<file path="src/rtl/ecl_defs.vh">
/*
 * constants for the exception and low-power control block: register
 * offsets, field positions, reset values, vector codes and counts.
 * assumes it is included by bare name from the rtl files.
 */
`ifndef ECL_DEFS_VH
`define ECL_DEFS_VH

// register offsets on the plain register port
`define ECL_REG_CTRL 4'h0
`define ECL_REG_PFLAG 4'h1
`define ECL_REG_PEN 4'h2
`define ECL_REG_STATUS 4'h3

// control register fields and reset value
`define ECL_CTRL_DLY 0
`define ECL_CTRL_NOWD 1
`define ECL_CTRL_EDGE 2
`define ECL_CTRL_RESET 8'h01

// condition code flag positions
`define ECL_CCR_S 7
`define ECL_CCR_X 6
`define ECL_CCR_I 4

// vector codes; peripheral codes are their index
`define ECL_VEC_NONMASKABLE_REQUEST_PIN 5'h10
`define ECL_VEC_IRQ 5'h11
`define ECL_VEC_TRAP 5'h12
`define ECL_VEC_ILL 5'h13

// stacking: nine bytes, the flags byte last at eight below
`define ECL_STACK_LAST 4'h8
`define ECL_CCR_OFFSET 16'h0008

// oscillator restart delay in core clocks
`define ECL_RESTART_CYCLES 16'h1000

// implemented-opcode maps, one bit per opcode per page
`define ECL_OPMAP_DEFAULT {256{1'b1}}

`endif

</file>
<file path="src/rtl/ecl_stack_seq.v">
/*
 * stacking sequencer: pushes nine bytes downward from a base address,
 * one per clock, selecting which cpu byte goes out at each step.
 * assumes the stack logic accepts one push per clock without stalling.
 */
`timescale 1ns/10ps
`include "ecl_defs.vh"

module ecl_stack_seq #(
	parameter AW = 16
) (
	input wire sys_clk,
	input wire reset,
	input wire start,
	input wire [AW-1:0] base_addr,
	output reg push_valid,
	output reg [AW-1:0] push_addr,
	output reg [3:0] push_sel,
	output reg done
);

reg busy_reg;
reg [3:0] idx_reg;
reg [AW-1:0] base_reg;

////////////////////////////////////////////////////////////////////////
// one byte per clock: pc low, pc high, y, x, a, b, flags last
always @(posedge sys_clk) begin
	if (reset) begin
		busy_reg <= 1'b0;
		idx_reg <= 4'h0;
		base_reg <= {AW{1'b0}};
		push_valid <= 1'b0;
		push_addr <= {AW{1'b0}};
		push_sel <= 4'h0;
		done <= 1'b0;
	end else begin
		done <= 1'b0;
		push_valid <= 1'b0;
		if (start && !busy_reg) begin
			busy_reg <= 1'b1;
			idx_reg <= 4'h0;
			base_reg <= base_addr;
		end else if (busy_reg) begin
			push_valid <= 1'b1;
			push_addr <= base_reg - {{(AW-4){1'b0}}, idx_reg};
			push_sel <= idx_reg;
			if (idx_reg == `ECL_STACK_LAST) begin
				busy_reg <= 1'b0;
				done <= 1'b1; // flags byte goes out with done
			end else begin
				idx_reg <= idx_reg + 4'h1;
			end
		end
	end
end

endmodule // ecl_stack_seq

</file>
<file path="src/rtl/ecl_exc_ctrl.v">
/*
 * exception and low-power control for an 8-bit core: mask bits, request
 * priority, stacking, trap and illegal opcode entry, wait and stop modes.
 * assumes the sequencer pulses instr_boundary when an instruction ends
 * and gives op_trap, op_wait and op_stop with it; pins are asynchronous, active low.
 */
`timescale 1ns/10ps
`include "ecl_defs.vh"

module ecl_exc_ctrl #(
	parameter NPER = 8,
	parameter [15:0] RESTART_CYCLES = `ECL_RESTART_CYCLES,
	parameter [255:0] OPMAP_P0 = `ECL_OPMAP_DEFAULT,
	parameter [255:0] OPMAP_P1 = `ECL_OPMAP_DEFAULT,
	parameter [255:0] OPMAP_P2 = `ECL_OPMAP_DEFAULT,
	parameter [255:0] OPMAP_P3 = `ECL_OPMAP_DEFAULT
) (
	input wire sys_clk,
	input wire reset,
	input wire power_on_reset,
	input wire irq_pin_n,
	input wire nonmaskable_request_pin_n,
	input wire reset_pin_n,
	input wire [NPER-1:0] periph_event,
	input wire instr_boundary,
	input wire [1:0] opcode_page,
	input wire [7:0] opcode,
	input wire [15:0] opcode_addr,
	input wire [15:0] next_pc,
	input wire [15:0] stack_ptr,
	input wire op_trap,
	input wire op_wait,
	input wire op_stop,
	input wire op_rti,
	input wire [7:0] rti_flags,
	input wire op_flags_xfer,
	input wire [7:0] xfer_flags,
	input wire [3:0] reg_addr,
	input wire [7:0] reg_wdata,
	input wire reg_wr,
	input wire reg_rd,
	output reg [7:0] reg_rdata,
	output wire ccr_s,
	output wire ccr_x,
	output wire ccr_i,
	output wire cpu_halt,
	output reg [15:0] return_addr,
	output wire push_valid,
	output wire [15:0] push_addr,
	output wire [3:0] push_sel,
	output reg vector_valid,
	output reg [4:0] vector_code,
	output reg wait_rd_valid,
	output reg [15:0] wait_rd_addr,
	output wire osc_enable,
	output wire clocks_halt,
	output wire timer1_halt,
	output reg core_reset_req,
	output reg resume_pulse,
	output wire wake_async
);

// one-hot states
localparam [5:0] ST_RUN = 6'h01;
localparam [5:0] ST_STACK = 6'h02;
localparam [5:0] ST_WAIT = 6'h04;
localparam [5:0] ST_STOP = 6'h08;
localparam [5:0] ST_RESTART = 6'h10;
localparam [5:0] ST_SERVE = 6'h20;

reg [5:0] state_reg;
reg s_reg;
reg x_reg;
reg i_reg;
reg [7:0] ctrl_reg;
reg [NPER-1:0] pflag_reg;
reg [NPER-1:0] pen_reg;
reg [2:0] pin_s1_reg;
reg [2:0] pin_s2_reg;
reg irq_prev_reg;
reg edge_pend_reg;
reg [4:0] pend_code_reg;
reg stack_wait_reg;
reg [15:0] dly_cnt_reg;
reg force_dly_reg;
reg stack_start_reg;
wire stack_done;
wire irq_lvl;
wire nonmaskable_request_pin_lvl;
wire rst_lvl;
wire irq_req;
wire nonmaskable_request_pin_req;
wire mask_req;
wire [NPER-1:0] per_req;
wire illegal_op;
reg [255:0] opmap;
reg [4:0] sel_code;
integer k;

assign ccr_s = s_reg;
assign ccr_x = x_reg;
assign ccr_i = i_reg;

////////////////////////////////////////////////////////////////////////
// pin synchronisers; the stop wake path below bypasses them
always @(posedge sys_clk) begin
	if (reset) begin
		pin_s1_reg <= 3'h7;
		pin_s2_reg <= 3'h7;
	end else begin
		pin_s1_reg <= {reset_pin_n, nonmaskable_request_pin_n, irq_pin_n};
		pin_s2_reg <= pin_s1_reg;
	end
end

assign irq_lvl = ~pin_s2_reg[0];
assign nonmaskable_request_pin_lvl = ~pin_s2_reg[1];
assign rst_lvl = ~pin_s2_reg[2];

// unclocked wake: valid while the oscillator is off in stop
assign wake_async = state_reg[3] & ((~irq_pin_n & ~i_reg) | ~nonmaskable_request_pin_n
	| ~reset_pin_n | (edge_pend_reg & ~i_reg));

////////////////////////////////////////////////////////////////////////
// request qualification and fixed priority
assign per_req = pflag_reg & pen_reg;
assign irq_req = ctrl_reg[`ECL_CTRL_EDGE] ? edge_pend_reg : irq_lvl;
assign nonmaskable_request_pin_req = nonmaskable_request_pin_lvl & ~x_reg;
assign mask_req = (irq_req | (|per_req)) & ~i_reg;

// nonmaskable first, then pin, then lowest peripheral index
always @* begin
	sel_code = `ECL_VEC_IRQ;
	for (k = NPER - 1; k >= 0; k = k - 1) begin
		if (per_req[k]) begin
			sel_code = k[4:0];
		end
	end
	if (irq_req) begin
		sel_code = `ECL_VEC_IRQ;
	end
	if (nonmaskable_request_pin_req) begin
		sel_code = `ECL_VEC_NONMASKABLE_REQUEST_PIN;
	end
end

////////////////////////////////////////////////////////////////////////
// illegal opcode lookup, one map per page
always @* begin
	case (opcode_page)
		2'h0: opmap = OPMAP_P0;
		2'h1: opmap = OPMAP_P1;
		2'h2: opmap = OPMAP_P2;
		default: opmap = OPMAP_P3;
	endcase
end

assign illegal_op = ~opmap[opcode];

////////////////////////////////////////////////////////////////////////
// peripheral flags: event sets, write-one clears, set wins
genvar g;
generate
	for (g = 0; g < NPER; g = g + 1) begin : g_flag
		always @(posedge sys_clk) begin
			if (reset) begin
				pflag_reg[g] <= 1'b0;
			end else if (periph_event[g]) begin
				pflag_reg[g] <= 1'b1;
			end else if (reg_wr && reg_addr == `ECL_REG_PFLAG && reg_wdata[g]) begin
				pflag_reg[g] <= 1'b0;
			end
		end
	end
endgenerate

////////////////////////////////////////////////////////////////////////
// edge-mode pin latch; cleared when its vector is issued
always @(posedge sys_clk) begin
	if (reset) begin
		irq_prev_reg <= 1'b0;
		edge_pend_reg <= 1'b0;
	end else begin
		irq_prev_reg <= irq_lvl;
		if (irq_lvl && !irq_prev_reg && ctrl_reg[`ECL_CTRL_EDGE]) begin
			edge_pend_reg <= 1'b1;
		end else if (vector_valid && vector_code == `ECL_VEC_IRQ) begin
			edge_pend_reg <= 1'b0;
		end
	end
end

////////////////////////////////////////////////////////////////////////
// register port: writes and one-cycle-late reads
always @(posedge sys_clk) begin
	if (reset) begin
		ctrl_reg <= `ECL_CTRL_RESET;
		pen_reg <= {NPER{1'b0}};
	end else if (reg_wr) begin
		if (reg_addr == `ECL_REG_CTRL) begin
			ctrl_reg <= reg_wdata;
		end
		if (reg_addr == `ECL_REG_PEN) begin
			pen_reg <= reg_wdata[NPER-1:0];
		end
	end
end

always @(posedge sys_clk) begin
	if (reset) begin
		reg_rdata <= 8'h00;
	end else if (reg_rd) begin
		case (reg_addr)
			`ECL_REG_CTRL: reg_rdata <= ctrl_reg;
			`ECL_REG_PFLAG: reg_rdata <= {{(8-NPER){1'b0}}, pflag_reg};
			`ECL_REG_PEN: reg_rdata <= {{(8-NPER){1'b0}}, pen_reg};
			`ECL_REG_STATUS: reg_rdata <= {state_reg, edge_pend_reg, nonmaskable_request_pin_req | mask_req};
			default: reg_rdata <= 8'h00;
		endcase
	end else begin
		reg_rdata <= 8'h00;
	end
end

////////////////////////////////////////////////////////////////////////
// stacking engine
ecl_stack_seq #(
	.AW(16)
) u_stack (
	.sys_clk(sys_clk),
	.reset(reset),
	.start(stack_start_reg),
	.base_addr(stack_ptr),
	.push_valid(push_valid),
	.push_addr(push_addr),
	.push_sel(push_sel),
	.done(stack_done)
);

////////////////////////////////////////////////////////////////////////
// sequencing of entry, wait, stop and restart
always @(posedge sys_clk) begin
	if (reset) begin
		state_reg <= ST_RUN;
		pend_code_reg <= `ECL_VEC_IRQ;
		stack_wait_reg <= 1'b0;
		stack_start_reg <= 1'b0;
		return_addr <= 16'h0000;
		vector_valid <= 1'b0;
		vector_code <= `ECL_VEC_IRQ;
		wait_rd_valid <= 1'b0;
		wait_rd_addr <= 16'h0000;
		dly_cnt_reg <= 16'h0000;
		force_dly_reg <= 1'b0;
		core_reset_req <= 1'b0;
		resume_pulse <= 1'b0;
	end else begin
		stack_start_reg <= 1'b0;
		vector_valid <= 1'b0;
		wait_rd_valid <= 1'b0;
		core_reset_req <= 1'b0;
		resume_pulse <= 1'b0;
		if (power_on_reset) begin
			state_reg <= ST_RESTART;
			force_dly_reg <= 1'b1;
			dly_cnt_reg <= 16'h0000;
		end else begin
			case (state_reg)
				ST_RUN: begin
					if (instr_boundary) begin
						if (illegal_op) begin
							pend_code_reg <= `ECL_VEC_ILL;
							return_addr <= opcode_addr;
							stack_wait_reg <= 1'b0;
							stack_start_reg <= 1'b1;
							state_reg <= ST_STACK;
						end else if (op_trap) begin
							pend_code_reg <= `ECL_VEC_TRAP;
							return_addr <= next_pc;
							stack_wait_reg <= 1'b0;
							stack_start_reg <= 1'b1;
							state_reg <= ST_STACK;
						end else if (op_wait) begin
							return_addr <= next_pc;
							stack_wait_reg <= 1'b1;
							stack_start_reg <= 1'b1;
							wait_rd_addr <= stack_ptr - `ECL_CCR_OFFSET;
							state_reg <= ST_STACK;
						end else if (op_stop && !s_reg) begin
							return_addr <= next_pc;
							state_reg <= ST_STOP;
						end else if (nonmaskable_request_pin_req || mask_req) begin
							pend_code_reg <= sel_code;
							return_addr <= next_pc;
							stack_wait_reg <= 1'b0;
							stack_start_reg <= 1'b1;
							state_reg <= ST_STACK;
						end
					end
				end
				ST_STACK: begin
					if (stack_done) begin
						state_reg <= stack_wait_reg ? ST_WAIT : ST_SERVE;
					end
				end
				ST_WAIT: begin
					wait_rd_valid <= 1'b1;
					if (nonmaskable_request_pin_req || mask_req) begin
						pend_code_reg <= sel_code;
						state_reg <= ST_SERVE;
					end
				end
				ST_SERVE: begin
					vector_valid <= 1'b1;
					vector_code <= pend_code_reg;
					state_reg <= ST_RUN;
				end
				ST_STOP: begin
					if (rst_lvl) begin
						core_reset_req <= 1'b1;
						force_dly_reg <= 1'b1;
						dly_cnt_reg <= 16'h0000;
						state_reg <= ST_RESTART;
					end else if (nonmaskable_request_pin_lvl || ((irq_lvl || edge_pend_reg) && !i_reg)) begin
						force_dly_reg <= 1'b0;
						dly_cnt_reg <= 16'h0000;
						state_reg <= ST_RESTART;
					end
				end
				ST_RESTART: begin
					if ((ctrl_reg[`ECL_CTRL_DLY] || force_dly_reg)
						&& dly_cnt_reg != RESTART_CYCLES - 16'h0001) begin
						dly_cnt_reg <= dly_cnt_reg + 16'h0001;
					end else begin
						force_dly_reg <= 1'b0;
						resume_pulse <= 1'b1;
						state_reg <= ST_RUN;
					end
				end
				default: state_reg <= ST_RUN;
			endcase
		end
	end
end

////////////////////////////////////////////////////////////////////////
// condition code masks: entry sets win over return and transfer
always @(posedge sys_clk) begin
	if (reset) begin
		s_reg <= 1'b1;
		x_reg <= 1'b1;
		i_reg <= 1'b1;
	end else if (state_reg[5]) begin
		i_reg <= 1'b1;
		if (pend_code_reg == `ECL_VEC_NONMASKABLE_REQUEST_PIN) begin
			x_reg <= 1'b1;
		end
	end else if (op_rti && state_reg[0]) begin
		s_reg <= rti_flags[`ECL_CCR_S];
		x_reg <= rti_flags[`ECL_CCR_X];
		i_reg <= rti_flags[`ECL_CCR_I];
	end else if (op_flags_xfer && state_reg[0]) begin
		s_reg <= xfer_flags[`ECL_CCR_S];
		x_reg <= x_reg & xfer_flags[`ECL_CCR_X];
		i_reg <= xfer_flags[`ECL_CCR_I];
	end
end

////////////////////////////////////////////////////////////////////////
// power controls; in stop nothing changes so state is kept
assign cpu_halt = ~state_reg[0];
assign osc_enable = ~state_reg[3];
assign clocks_halt = state_reg[3];
assign timer1_halt = state_reg[3] | (state_reg[2] & i_reg & ctrl_reg[`ECL_CTRL_NOWD]);

endmodule // ecl_exc_ctrl

</file>
<file path="config.mk">
export PLATFORM = sky130hd
export DESIGN_NAME = ecl_exc_ctrl
export DESIGN_NICKNAME = d
export VERILOG_FILES = /design/src/rtl/ecl_stack_seq.v /design/src/rtl/ecl_exc_ctrl.v
export VERILOG_INCLUDE_DIRS = /design/src /design/src/rtl
export SDC_FILE = /design/constraint.sdc
export NUM_CORES = 1
export LEC_CHECK = 0
export BUFFER_PORTS_ARGS = -buffer_cell sky130_fd_sc_hd__buf_4
export CAP_MARGIN = 20
export CORE_MARGIN = 2
export CORE_UTILIZATION = 50
export CTS_CLUSTER_SIZE = 10
export DETAILED_ROUTE_END_ITERATION = 7
export HOLD_SLACK_MARGIN = 0.06
export MAX_ROUTING_LAYER = met4
export PLACE_DENSITY = 0.78
export RECOVER_POWER = 50
export REMOVE_ABC_BUFFERS = 1
export SYNTH_ARGS = -nofsm -noshare
export SYNTH_HDL_FRONTEND = slang
export SYNTH_HIERARCHICAL = 1
export SYNTH_SLANG_ARGS = --single-unit
</file>
<file path="constraint.sdc">
create_clock -name sys_clk -period 6.2 [get_ports sys_clk]
set_input_delay 1.24 -clock sys_clk [delete_from_list [all_inputs] [get_ports sys_clk]]
set_output_delay 1.24 -clock sys_clk [all_outputs]
set_load 0.02 [all_outputs]
</file>
Word level (Yosys, flattened, before mapping)
Memory sizes are Yosys's and may differ from the RTL's.
Cells that the tools add are included.
W data, S select, Z words.
Storage, ports and cells
  flip-flop bits (word level): 157
  memory bits (read-only): 256
  memories kept: 1
  output and inout bits: 78
  input port bits: 108
  logic and storage cells: 270
Cells by class
  equal/unequal tests: 32
  mux-type cells: 93
  bitwise gates (word level): 35
  $add $sub $neg: 4
  magnitude comparators: 1
  reduce and logical (&&, ||, !) cells: 65
Memory list
  (no name shown): depth 256, width 1, read ports 1, clocked after memory_dff 0, write ports 0, line ecl_exc_ctrl.v:158  | assign illegal_op = ~opmap[opcode];
Operator list (number)
  $mux W16: 8
  $mux W5: 17
  $mux W6: 12
  $mux W1: 51
  $pmux W16 S2: 1
  $pmux W8 S4: 1
  $pmux W6 S5: 1
  $reduce_bool A2 Y1: 12
  $not A1 Y1: 20
  $logic_and A1 B1 Y1: 18
  $reduce_and A6 Y1: 3
  $add A16 B1 Y16 const B: 1
  $ne A16 B12 Y1 const B: 1
  $ne A4 B4 Y1 const B: 4
  $sub A16 B4 Y16: 1
  $sub A16 B4 Y16 const B: 1
  $reduce_and A2 Y1: 7
  $ne A3 B3 Y1 const B: 4
  $eq A5 B5 Y1 const B: 2
  $pmux W5 S2: 1
  $reduce_and A5 Y1: 2
  $lt A8 B9 Y1 const B: 1
  $reduce_or A3 Y1: 3
  $and A1 B1 Y1: 8
  29 further kinds: 50

Longest topological paths before layout
  depth after elaboration: 18
  mapped depth: 8
  gate-level depth less buffers: 8

Hierarchy
The synthesis kept the hierarchy.
Modules (own cells, without submodules)
  ecl_exc_ctrl: times used 1, cells each 570, area each 4844.6 µm²
  ecl_stack_seq: times used 1, cells each 227, area each 1933.1 µm²

Worst setup path before layout
No wires, ideal clock.
  path kind: input -> output
  start point: input irq_pin_n
  end point: output wake_async
  cell stages on the path: 2
  arrival time: 1790 ps
  slack: 3170 ps
  required time: 4960 ps
  cell sequence: a21o_1 > a31oi_1
Between the ends
  word-level cells in the longest chain between the ends: 6
RTL lines
  start, declared: line ecl_exc_ctrl.v:21  | input wire irq_pin_n,
  $not A1 Y1: line ecl_exc_ctrl.v:121  | assign wake_async = state_reg[3] & ((~irq_pin_n & ~i_reg) | ~nonmaskable_request_pin_n
  $and A1 B1 Y1: line ecl_exc_ctrl.v:121
  $or A1 B1 Y1: line ecl_exc_ctrl.v:121
  $or A1 B1 Y1 (2 in series): line ecl_exc_ctrl.v:122  | | ~reset_pin_n | (edge_pend_reg & ~i_reg));
  $and A1 B1 Y1: line ecl_exc_ctrl.v:121
  end, declared: line ecl_exc_ctrl.v:60  | output wire wake_async
Every way passes these cells.

Final worst setup path
  start point: input reset
  end point: register u_stack.idx_reg[2]
Between the ends
  word-level cells in the longest chain between the ends: 1
RTL lines
  start, declared: line ecl_exc_ctrl.v:19  | input wire reset,
  $reduce_or A2 Y1 (no source line)
  end signal, assigned: line ecl_stack_seq.v:52  | idx_reg <= idx_reg + 4'h1;
  end, declared: line ecl_stack_seq.v:23  | reg [3:0] idx_reg;
Every way passes these cells.
A chain may end at the register's enable or synchronous reset.

==> out/results.txt <==
Setup Buffers After CTS = 0
Area after DPL = 0.00801 mm^2
Drt total wl = 17.5 mm
Total of max-cap violations = 2
CP cell instances = clkbuf_1, clkbuf_2, nor4_1
Ys flop type = dfxtp_1
Crit path kind = in -> reg
Worst R2R Start = state_reg[2]
Crit. End Element = flip-flop
Crit-path max FO = 78
Crit path depth = 3
Final nets = 1049
Global-route wire length before repair = 28.8 mm
Final period util = 0.640
Hold bufs inserted after CTS = 0
H-tree depth = 4
Clock Latency Late Sink = 0.43 ns
Largest net degree at the start of global routing = 79
Post-layout min period = 3.97 ns
Chip width = 120 um
Num Clock Sinks = 157
PortBufs = 149
Post-synthesis sequential area ratio = 0.464
Crit path from = reset
Placed insts = 1088
DR vias = 6228
Final antenna-violating net count = 0
Lkg Pwr = 3.11 nW
RSZ-0062 raised after global routing = no
Worst-path clk slew = 0.06 ns
Layout cell share with drive strength beyond 1 = 0.148
Most frequent cells in the layout = 157 x dfxtp_1, 102 x nand2_1, 97 x nor2_1, 83 x buf_4, 75 x clkbuf_1
Post-DR wirelength/cell = 15.6 um
DRC = 0
Final std cells w/o fill = 1121
Pin slew with the least headroom to its limit = 1.96 ns
R2R Path End = pend_code_reg[0]
Vias per cell = 5.56
Vias in the first global route = 5950
Fill count = 1224
Tightest Hold Check Type = reg -> reg
# diodes = 0
Setup_tns = 0 ns
GRT Total Usage = 0.255
Final Hold Vio Count = 0
Worst-case reg-to-reg path depth = 6
Grt ovf = 0
Die ar. = 0.0145 mm^2
Post-layout util = 0.633
Worst Path Required = 6.43 ns
CP Launch Type = input port
Worst path bufs/invs = 2
Die height = 120 um
Maximum buffer depth of the clock tree = 2
Violated checks = capacitance limit, slew limit
Starting density of the core = 0.512
Total chip power = 2.39 mW
Crit path largest cell delay = 1.37 ns
Routability cong. = 0.854
Finished Cell Area = 0.00838 mm^2
Delay-heaviest family, CP = buffers and inverters
Setup violators final = 0
Post-Syn Area = 0.00678 mm^2
Distinct cells, synth = 63
CTS tree = yes
Status = finished, violations left
CP max-delay cell = clkbuf_1
Drt first-iter violations = 448
FMAX = 252 MHz
Synth-to-layout area growth = 23.7%
Max VDD drop = 205 uV
Hpwl dp = 12.4 mm
CP endpoint = u_stack/idx_reg[2]
Commonest non-fill, non-tap cell in the layout = dfxtp_1
Clock Skews = 0.00794 ns
DR pass1 iterations = 7
Cell Rows = 42
Core ar. = 0.0132 mm^2
I/O pin total = 186
Critical path arrival = 4.20 ns
Power density over the cells = 285 mW/mm^2
Post-synth EDFFs = 0
Synth Area per Inst = 8.50 um^2
Synth Warn # = 6
Initial antenna violation count = 0
Mapped Cells = 797
Final Max Tran Viols = 124
CTS Buf Count = 17
Post-synth ARST share = 0
Synth Register Bits = 157
Slew HR = -0.306
Cell at the root of the clock tree = clkbuf_16
Post-CTS resize count = 0
R2R setup slack = 3.58 ns
==> worst min path at each step <==
stage,start,to,depth (start not counted)
floorplan,pin_s1_reg[0],pin_s2_reg[0],1
global placement,pin_s1_reg[2],pin_s2_reg[2],1
detailed placement,pin_s1_reg[1],pin_s2_reg[1],1
CTS,pin_s1_reg[1],pin_s2_reg[1],1
global route,pin_s1_reg[0],pin_s2_reg[0],1
finish,pin_s1_reg[1],pin_s2_reg[1],1
==> routing by layer <==
metal | track usage | vias up | wire [um]
met4 | 0.0996 | 0 | 396
met2 | 0.404 | 181 | 8300
met5 | - | - | 0
met3 | 0.0637 | 28 | 1180
met1 | 0.313 | 2902 | 7640
li1 | - | 3117 | -
==> cells by family (layout without fill, tap and decap cells) <==
| family | Yosys count | in the layout | share of synthesized area |
|---|---|---|---|
| simple gates | 341 | 341 | 0.240 |
| compound gates | 177 | 177 | 0.169 |
| flops | 157 | 157 | 0.464 |
| buf+inv | 61 | 209 | 0.0375 |
| mux | 28 | 28 | 0.0414 |
| xor+xnor | 24 | 24 | 0.0310 |
| fa+ha+maj | 9 | 9 | 0.0177 |
==> power breakdown <==
| part | internal (mW) | switching [mW] | total (mW) |
|---|---|---|---|
| clock network | 0.705 | 0.410 | 1.11 |
| logic | 0.0884 | 0.126 | 0.215 |
| registers | 1.04 | 0.0232 | 1.06 |
| total | 1.83 | 0.559 | 2.39 |
==> cell type report <==
type	count	area, um^2	share of cell area
Clock buffer	22	474	0.0566
Clock inverter	10	161	0.0193
Inverter	19	71.3	0.00851
Sequential cell	157	3140	0.375
Multi-Input combinational cell	579	3400	0.405
Timing Repair Buffer	158	917	0.109
Tap cell	176	220	0.0263
==> through the flow <==
step	setup WS, ns	hold slack, ns
global route	1.94	0.431
detailed placement	2.96	0.394
CTS	2.96	0.408
finish	2.23	0.408
global placement	2.93	0.392
floorplan	2.78	0.389
==> Yosys cell counts, drive strengths merged, types with 11 or more instances <==
library cell    n  share of area
nand2         102          0.056
a311oi         14          0.018
mux2i          28          0.041
nor2           97          0.054
a21oi          68          0.050
buf            11         0.0098
xnor2          21          0.027
o21ai          20          0.015
dfxtp         157           0.46
clkbuf         31          0.017
or2            11          0.010
nor4           13          0.013
a211oi         19          0.021
nand3          32          0.024
nor3           21          0.016
inv            18          0.010
or3            12          0.012
a22oi          18          0.020
(Power assumes the default switching activity.)
